<file path="src/bic_pkg.sv">
package bic_pkg;

   // Register byte offsets
   localparam logic [3:0] BIC_OFS_NORMAL_STATUS = 4'h0;
   localparam logic [3:0] BIC_OFS_NORMAL_CLEAR = 4'h0;
   localparam logic [3:0] BIC_OFS_NORMAL_ENABLE = 4'h4;
   localparam logic [3:0] BIC_OFS_FAST_STATUS = 4'h8;
   localparam logic [3:0] BIC_OFS_FAST_ENABLE = 4'hc;

   // Normal status bit positions
   localparam int BIC_NRM_SERIAL = 0;
   localparam int BIC_NRM_TIMER = 1;
   localparam int BIC_NRM_PARALLEL = 2;
   localparam int BIC_NRM_SLOT_LO = 3;
   localparam int BIC_NRM_PANIC = 7;

   // Fast status bit positions
   localparam int BIC_FST_SER_TX = 0;
   localparam int BIC_FST_SER_RX = 1;
   localparam int BIC_FST_DMA4 = 2;
   localparam int BIC_FST_NMI = 3;
   localparam int BIC_FST_DMA_LO = 4;

   // Synchroniser lane positions
   localparam int BIC_SYN_SLOT_LO = 0;
   localparam int BIC_SYN_PARALLEL = 4;
   localparam int BIC_SYN_SERIAL = 5;
   localparam int BIC_SYN_TIMER = 6;
   localparam int BIC_SYN_PANIC_N = 7;
   localparam int BIC_SYN_DMA_LO = 8;
   localparam int BIC_SYN_NMI = 13;
   localparam int BIC_SYN_SER_RX = 14;
   localparam int BIC_SYN_SER_TX = 15;
   localparam int BIC_SYN_W = 16;

   // Values after reset
   localparam logic [15:0] BIC_SYN_RST = 16'h0080;
   localparam logic BIC_PANIC_PREV_RST = 1'b1;
   localparam logic [6:0] BIC_NRM_EN_RST = 7'h00;
   localparam logic [7:0] BIC_FST_EN_RST = 8'h00;
   localparam logic [7:0] BIC_DATA_RST = 8'h00;

   // Processor access to the register file
   typedef struct packed {
      logic rd;
      logic wr;
      logic [3:0] addr;
      logic [7:0] wdata;
   } bic_io_req_s;

endpackage : bic_pkg

</file>
<file path="src/bic_top.sv">
// Summary of operation
// - Normal status read returns raw state of bits 6..2 and 0, unmasked; bits 7 and 1 are latched.
// - Normal interrupt is OR of status bits 6..0 ANDed with their enables, ORed with bit 7.
// - Status bit 7 latches on a low panic pulse, held until software clears.
// - Writing offset zero with bit 7 set clears the latched panic bit.
// - Timer bit 1 stays set until offset zero written with bit 1 set.
// - Panic always raises the normal interrupt, whatever the enable register holds.
// - Bits 6..3 follow slot lines 6..3; bit 2 parallel, bit 0 serial.
// - Normal enable bits 6..0 enable matching sources; cleared at reset.
// - Fast status read returns raw state of its eight fast requests.
// - Fast interrupt is OR of every fast status bit ANDed with enable.
// - Fast bits 7..4 DMA requests 3..0, 3 NMI, 2 DMA 4, 1 rx, 0 tx.
// - Fast enable bits 7..0 enable matching fast sources; cleared at reset.
// - Decode: status/clear at 0, normal enable 4, fast status 8, fast enable C.
`timescale 1ns/1ns
`default_nettype none
module bic_top
   import bic_pkg::*;
(
   // Clock and reset
   input wire logic clk,
   input wire logic rst,
   // Processor register access
   input wire bic_io_req_s io_req,
   output logic [7:0] io_rdata,
   output logic io_rvalid,
   // Normal interrupt sources
   input wire logic [6:3] slot_irq,
   input wire logic parallel_irq,
   input wire logic serial_irq,
   input wire logic timer_irq,
   input wire logic panic_n,
   // Fast interrupt sources
   input wire logic [4:0] pseudo_dma_request,
   input wire logic analyzer_nmi,
   input wire logic serial_receive_dma_request,
   input wire logic serial_transmit_dma_request,
   // Processor interrupt outputs
   output logic normal_interrupt,
   output logic fast_interrupt
);

   logic [BIC_SYN_W-1:0] raw_in;
   logic [BIC_SYN_W-1:0] sync1_d;
   logic [BIC_SYN_W-1:0] sync1_q;
   logic [BIC_SYN_W-1:0] sync2_d;
   logic [BIC_SYN_W-1:0] sync2_q;
   logic panic_prev_d;
   logic panic_prev_q;
   logic panic_d;
   logic panic_q;
   logic timer_d;
   logic timer_q;
   logic [6:0] nrm_en_d;
   logic [6:0] nrm_en_q;
   logic [7:0] fst_en_d;
   logic [7:0] fst_en_q;
   logic [7:0] nrm_status;
   logic [7:0] fst_status;
   logic [7:0] rdata_d;
   logic [7:0] rdata_q;
   logic rvalid_d;
   logic rvalid_q;
   logic nirq_d;
   logic nirq_q;
   logic firq_d;
   logic firq_q;
   logic clr_wr;

   // Gather asynchronous inputs
   always_comb begin
      raw_in = '0;
      raw_in[BIC_SYN_SLOT_LO +: 4] = slot_irq;
      raw_in[BIC_SYN_PARALLEL] = parallel_irq;
      raw_in[BIC_SYN_SERIAL] = serial_irq;
      raw_in[BIC_SYN_TIMER] = timer_irq;
      raw_in[BIC_SYN_PANIC_N] = panic_n;
      raw_in[BIC_SYN_DMA_LO +: 5] = pseudo_dma_request;
      raw_in[BIC_SYN_NMI] = analyzer_nmi;
      raw_in[BIC_SYN_SER_RX] = serial_receive_dma_request;
      raw_in[BIC_SYN_SER_TX] = serial_transmit_dma_request;
   end

   // Two flop synchronisers, one per lane
   genvar gi;
   generate
      for (gi = 0; gi < BIC_SYN_W; gi++) begin : g_sync
         always_comb begin
            sync1_d[gi] = raw_in[gi];
            sync2_d[gi] = sync1_q[gi];
         end
      end
   endgenerate

   always_ff @(posedge clk) begin
      if (rst) begin
         sync1_q <= BIC_SYN_RST;
         sync2_q <= BIC_SYN_RST;
      end else begin
         sync1_q <= sync1_d;
         sync2_q <= sync2_d;
      end
   end

   assign clr_wr = io_req.wr && (io_req.addr == BIC_OFS_NORMAL_CLEAR);

   // Sticky panic and timer bits, set wins over clear
   always_comb begin
      panic_prev_d = sync2_q[BIC_SYN_PANIC_N];
      panic_d = panic_q;
      timer_d = timer_q;
      if (clr_wr && io_req.wdata[BIC_NRM_PANIC]) begin
         panic_d = 1'b0;
      end
      if (clr_wr && io_req.wdata[BIC_NRM_TIMER]) begin
         timer_d = 1'b0;
      end
      if (panic_prev_q && !sync2_q[BIC_SYN_PANIC_N]) begin
         panic_d = 1'b1;
      end
      if (sync2_q[BIC_SYN_TIMER]) begin
         timer_d = 1'b1;
      end
   end

   always_ff @(posedge clk) begin
      if (rst) begin
         panic_prev_q <= BIC_PANIC_PREV_RST;
         panic_q <= 1'b0;
         timer_q <= 1'b0;
      end else begin
         panic_prev_q <= panic_prev_d;
         panic_q <= panic_d;
         timer_q <= timer_d;
      end
   end

   // Raw status vectors
   always_comb begin
      nrm_status = '0;
      nrm_status[BIC_NRM_PANIC] = panic_q;
      nrm_status[BIC_NRM_SLOT_LO +: 4] = sync2_q[BIC_SYN_SLOT_LO +: 4];
      nrm_status[BIC_NRM_PARALLEL] = sync2_q[BIC_SYN_PARALLEL];
      nrm_status[BIC_NRM_TIMER] = timer_q;
      nrm_status[BIC_NRM_SERIAL] = sync2_q[BIC_SYN_SERIAL];
      fst_status = '0;
      fst_status[BIC_FST_DMA_LO +: 4] = sync2_q[BIC_SYN_DMA_LO +: 4];
      fst_status[BIC_FST_NMI] = sync2_q[BIC_SYN_NMI];
      fst_status[BIC_FST_DMA4] = sync2_q[BIC_SYN_DMA_LO + 4];
      fst_status[BIC_FST_SER_RX] = sync2_q[BIC_SYN_SER_RX];
      fst_status[BIC_FST_SER_TX] = sync2_q[BIC_SYN_SER_TX];
   end

   // Enable registers and read port
   always_comb begin
      nrm_en_d = nrm_en_q;
      fst_en_d = fst_en_q;
      rvalid_d = io_req.rd;
      rdata_d = BIC_DATA_RST;
      if (io_req.wr && (io_req.addr == BIC_OFS_NORMAL_ENABLE)) begin
         nrm_en_d = io_req.wdata[6:0];
      end
      if (io_req.wr && (io_req.addr == BIC_OFS_FAST_ENABLE)) begin
         fst_en_d = io_req.wdata;
      end
      if (io_req.rd) begin
         unique case (io_req.addr)
            BIC_OFS_NORMAL_STATUS: rdata_d = nrm_status;
            BIC_OFS_FAST_STATUS: rdata_d = fst_status;
            default: rdata_d = BIC_DATA_RST;
         endcase
      end
   end

   always_ff @(posedge clk) begin
      if (rst) begin
         nrm_en_q <= BIC_NRM_EN_RST;
         fst_en_q <= BIC_FST_EN_RST;
         rdata_q <= BIC_DATA_RST;
         rvalid_q <= 1'b0;
      end else begin
         nrm_en_q <= nrm_en_d;
         fst_en_q <= fst_en_d;
         rdata_q <= rdata_d;
         rvalid_q <= rvalid_d;
      end
   end

   // Interrupt combination
   always_comb begin
      nirq_d = |(nrm_status[6:0] & nrm_en_q)
         | nrm_status[BIC_NRM_PANIC];
      firq_d = |(fst_status & fst_en_q);
   end

   always_ff @(posedge clk) begin
      if (rst) begin
         nirq_q <= 1'b0;
         firq_q <= 1'b0;
      end else begin
         nirq_q <= nirq_d;
         firq_q <= firq_d;
      end
   end

   assign normal_interrupt = nirq_q;
   assign fast_interrupt = firq_q;
   assign io_rdata = rdata_q;
   assign io_rvalid = rvalid_q;

endmodule : bic_top
`default_nettype wire

</file>
<file path="config.mk">
export PLATFORM = sky130hd
export DESIGN_NAME = bic_top
export DESIGN_NICKNAME = d
export VERILOG_FILES = /design/src/bic_pkg.sv /design/src/bic_top.sv
export SDC_FILE = /design/constraint.sdc
export NUM_CORES = 1
export LEC_CHECK = 0
export CORE_MARGIN = 2
export CORE_UTILIZATION = 35
export DETAILED_ROUTE_END_ITERATION = 6
export DONT_BUFFER_PORTS = 1
export GPL_ROUTABILITY_DRIVEN = 1
export PLACE_DENSITY = 0.46
export SLEW_MARGIN = 40
export SYNTH_ARGS = -nofsm -noshare
export SYNTH_HDL_FRONTEND = slang
export SYNTH_SLANG_ARGS = --single-unit
</file>
<file path="constraint.sdc">
create_clock -name clk -period 1.5 [get_ports clk]
set_input_delay 0.3 -clock clk [delete_from_list [all_inputs] [get_ports clk]]
set_output_delay 0.3 -clock clk [all_outputs]
set_load 0.01 [all_outputs]
</file>
; Yosys cells after proc, flatten, opt, wreduce, memory -nomap -nowiden
; Index checks and enable logic that the tools add are counted.
[op_classes]
n_eq_ne = 3
muxes = 5
bitwise_logic = 4
reduce_logical = 13
[op_table]
columns = operator, count
row1 = $pmux 8 s2, 1
row2 = $and 8x8->8, 1
row3 = $eq 4x4->1 const B, 2
row4 = $reduce_or 8->1, 1
row5 = $and 7x7->7, 1
row6 = $reduce_or 7->1, 1
row7 = $logic_and 1x1->1, 6
row8 = $eq 4x3->1 const B, 1
row9 = $logic_not 4->1, 1
row10 = $mux 1, 4
row11 = $reduce_bool 2->1, 2
row12 = $reduce_or 2->1, 1
row13 = $logic_not 1->1, 1
row14 = $not 1->1, 1
row15 = $or 1x1->1, 1
[word_totals]
reg_bits = 61
out_inout_bits = 11

; Logic depth before layout (Yosys ltp)
[depth]
word_depth = 5
mapped_depth = 5
depth_no_buf = 3

; Worst setup path after synthesis
; Ideal clock, no wire load.
[synth_path]
path_kind = input to register
from = input port io_req[9] (netlist name)
to = register nrm_en_q[0]
setup_time_ns = 0.072
arrival_time_ns = 1.088
path_slack_ns = 0.340
stages = 3
path_buffers = 0
cell_sequence = or3_4 -> nor2_8 -> mux2i_1
[synth_via]
elab_chain_len = 2
[synth_lines]
columns = element, line
row1 = "start, declared", bic_top.sv:24  ; input wire bic_io_req_s io_req,
row2 = $eq 4x3->1, bic_top.sv:160  ; if (io_req.wr && (io_req.addr == BIC_OFS_NORMAL_ENABLE)) begin
row3 = $logic_and 1x1->1, bic_top.sv:160
row4 = "end signal, assigned", bic_top.sv:182  ; nrm_en_q <= nrm_en_d;
row5 = "end, declared", bic_top.sv:55  ; logic [6:0] nrm_en_q;
; Every way passes these cells.
; A chain may end at the register's enable or synchronous reset.

; Worst setup path in the final report
[layout_path]
from = register rdata_q[1], in the netlist io_rdata[1]
to = output port io_rdata[1]
[layout_lines]
columns = element, line
row1 = "start, declared", bic_top.sv:61  ; logic [7:0] rdata_q;
row2 = "start signal, assigned", bic_top.sv:184  ; rdata_q <= rdata_d;
row3 = "end, declared", bic_top.sv:25  ; output logic [7:0] io_rdata,
; No word-level cell between the ends.

==> results.txt <==
Of all cell types, the one taking the most synthesized area is dfxtp_1. No sink is reached through more buffers than the 2 on the longest clock path. After detailed routing, the number of remaining DRC violations is 0.

The count of final max-slew check failures is 0. The proportion of register bits with asynchronous set or reset after synthesis came out at 0. The root cell of the clock tree is clkbuf_8. Setup repair after global routing left no endpoint under its margin. The final route contains 1187 vias. Adding up every negative setup slack in the final design gives 0 ns. Across the run, the number of max-cap violations was 0. The standard-cell row count is 27. The global router's overall resource usage came out at 0.1313. The maximum number of pins on one net before global-route repair came out at 40.

Counting flops and latches in the post-synthesis netlist gives 61. The minimum clock period is 1.006 ns. The routability congestion estimate from global placement came out at 0.7463. The power per cell area came out at 1344 nW/um2.

The unique cell type count in the Yosys netlist is 26. The total CTS buffers is 9. The layout filler cell count is 550.

The number of antenna-violating nets in the routed design came out at 0. The type of element launching the critical path is a register. The number of global-route vias before repair is 1209. The post-synthesis net count is 209.

The total of warnings raised by yosys came out at 0. The most instantiated library cell after synthesis is dfxtp_1. The insertion delay of the later-clocked pin in the worst-skew pair is 0.33 ns. By count the netlist is led by 61 x dfxtp_1, 31 x nor2b_1, 23 x nand2_1. The combinational cell fraction of total power came out at 0.029. The post-synthesis sequential area ratio came out at 0.6077. TritonCTS built the clock tree. Among all flip-flop cells after synthesis, the most frequent one is dfxtp_1. The gate count after technology mapping came out at 177. The total of endpoints with negative setup slack in the final report is 0. The count of flip-flops with a built-in enable after synthesis is 0. The flow ran to the end, and the final reports show no timing, DRC or antenna violations. In the final layout, the share of cells above drive strength 1 is 0.1297. Dividing the detail-routed wire length by the instance count gives 14.43 um.

The part of the total power dissipated in the clock network is 0.407. The final antenna diode count came out at 0. In the global route stage, met1 resource usage came out at 0.1635.

The wire length after detailed routing came out at 3708 um. The number of antenna violations at the first check in global routing is 0. The worst setup path is of the reg -> out kind. The highest ir drop seen on vdd is 0.0004478 V. The clock transition at the register clock pins on the worst setup and hold paths after CTS is 0.06 ns. By area the synthesized netlist is led by dfxtp_1 61%, nor2b_1 9.7%, mux2i_1 7.5%, nand2_1 4.3%, a22o_1 3.5%.

The final number of hold-violating endpoints is 0. The sequential share of power is 0.564. Post-CTS timing repair inserted 0 buffers for setup.

The timing-limited maximum frequency came out at 0.9943 GHz. The floorplan step defined a die boundary enclosing 6363 um2. The first-pass iteration count of the detailed router is 4. The proportion of netlist area held by the largest area contributor is 0.6077. For this run, the post-layout net count is 214. The routing usage on met3 is 0.06787. Hold repair after CTS inserted 0 buffers.

The placed wire-length estimate is 2613 um. Data arrives at the worst endpoint at 0.71 ns. The period utilization came out at 0.6705.

The standby leakage power came out at 0.0008772 uW. The largest fanout of any net on the critical path came out at 1. In this run the tool buffered the top-level ports with 0 buffer cells. The via density per instance came out at 4.619. The switching part of the total came out at 0.2074. The initial utilization of the core area, before any placement, comes to 0.3627. The tightest slew margin relative to the limit came out at 0.7863. The die width is 79.77 um. The internal portion of the total power is 2384 uW. The I/O pin count came out at 43. The wire length of the first global-routing pass came out at 6003 um.

The transition time at the pin with the least slew margin came out at 0.3206 ns. Across the routed clock network, the largest skew measured is 0.003315 ns. In the global route stage, met2 resource usage came out at 0.1798.

The tree built by TritonCTS fans out to 61 sinks. The initial DRC count came out at 67. Data on the critical path is required at its endpoint by 1.20 ns. The area growth from synthesis to layout is 11.39%. Summed over all nets, the switching power comes to 623.9 uW. After synthesis the cells add up to 2009 um2. The tightest min-delay check is of the in -> reg type. After synthesis, the mean cell area works out to 11.35 um2. The worst setup path is captured at an output port.

The number of H-tree branching levels came out at 3. The register-to-register setup slack came out at 0.68 ns. The post-cts gate resize count came out at 0. The highest-utilization routing layer at the global route stage is met2. The floorplan core area came out at 5540 um2. The final cell utilization of the core is 0.4040. Summed over all layers, the global routing overflow is 0. The vertical die dimension is 79.77 um.
per-layer routing:
layer | share of wire | routed length [um]
met2 | 0.44 | 1629
met4 | 0.019 | 72
met5 | 0 | 0
met1 | 0.48 | 1788
met3 | 0.059 | 218
through the flow:
| step | total power [uW] | std cells | cell area [um2] | hold slack (ns) | setup slack (ns) |
|---|---|---|---|---|---|
| global placement | 1819 | 243 | 2073 | 0.3744 | 0.2990 |
| floorplan | 1811 | 177 | 2009 | 0.3895 | 0.3400 |
| global route | 3145 | 257 | 2238 | 0.006159 | 0.4541 |
| detailed placement | 1819 | 243 | 2073 | 0.3765 | 0.2718 |
| CTS | 3065 | 257 | 2238 | 0.009052 | 0.4654 |
| finish | 3008 | 257 | 2238 | 0.03229 | 0.4942 |
cell type report:
cell class	instances	area (um2)	area share
tap	72	90.09	0.04025
sequential	61	1221	0.5456
inverter	3	11.26	0.005031
multi-input combinational	105	735.7	0.3287
timing repair buffer	2	15.01	0.006708
clock inverter	2	10.01	0.004472
clock buffer	12	155.1	0.06931
cell usage in the layout (no fill, tap or decap), types with 2 or more instances in the layout:
cell / netlist / routed
a21oi_1: 2 / 2
a22o_1: 8 / 8
a22oi_1: 7 / 7
a41oi_1: 2 / 2
buf_4: 0 / 2
clkbuf_8: 0 / 11
clkinv_2: 0 / 2
dfxtp_1: 61 / 61
inv_1: 3 / 3
mux2i_1: 15 / 15
nand2_1: 23 / 23
nand3b_1: 2 / 2
nor2b_1: 31 / 31
or2_2: 3 / 3
power by group through the flow:
stage	Sequential, uW	Combinational (uW)	Clock, uW
final	1700	85.7	1230
after global routing	1700	94.8	1350
after CTS	1700	87.3	1280
after detailed placement	1730	86.6	0
after global placement	1730	86.1	0
after floorplan	1720	87.0	0
final timing paths:
kind / startpoint / to / depth (start not counted)
setup reg to reg: sync2_q[11] / fast_interrupt / 2
hold reg to reg: sync1_q[7] / sync2_q[7] / 1
setup / recovery: io_rdata[1] / io_rdata[1] / 0
hold / removal: rst / timer_q / 1
logic make-up (layout without fill, tap and decap cells):
group,Yosys count,after routing,share of synthesized area
and+or+nand+nor,68,68,0.2080
DFF,61,61,0.6077
AOI/OAI and AO/OA,22,22,0.08344
muxes,15,15,0.07472
buffers and inverters,11,19,0.02615
flip-flops by register name, summed over array words and instances (netlist names):
name / count
io_rdata: 8
sync2_q: 16
panic_prev_q: 1
fst_en_q: 8
io_rvalid: 1
nrm_en_q: 7
normal_interrupt: 1
timer_q: 1
panic_q: 1
sync1_q: 16
fast_interrupt: 1
No activity file was read; power rests on OpenSTA's default activity.
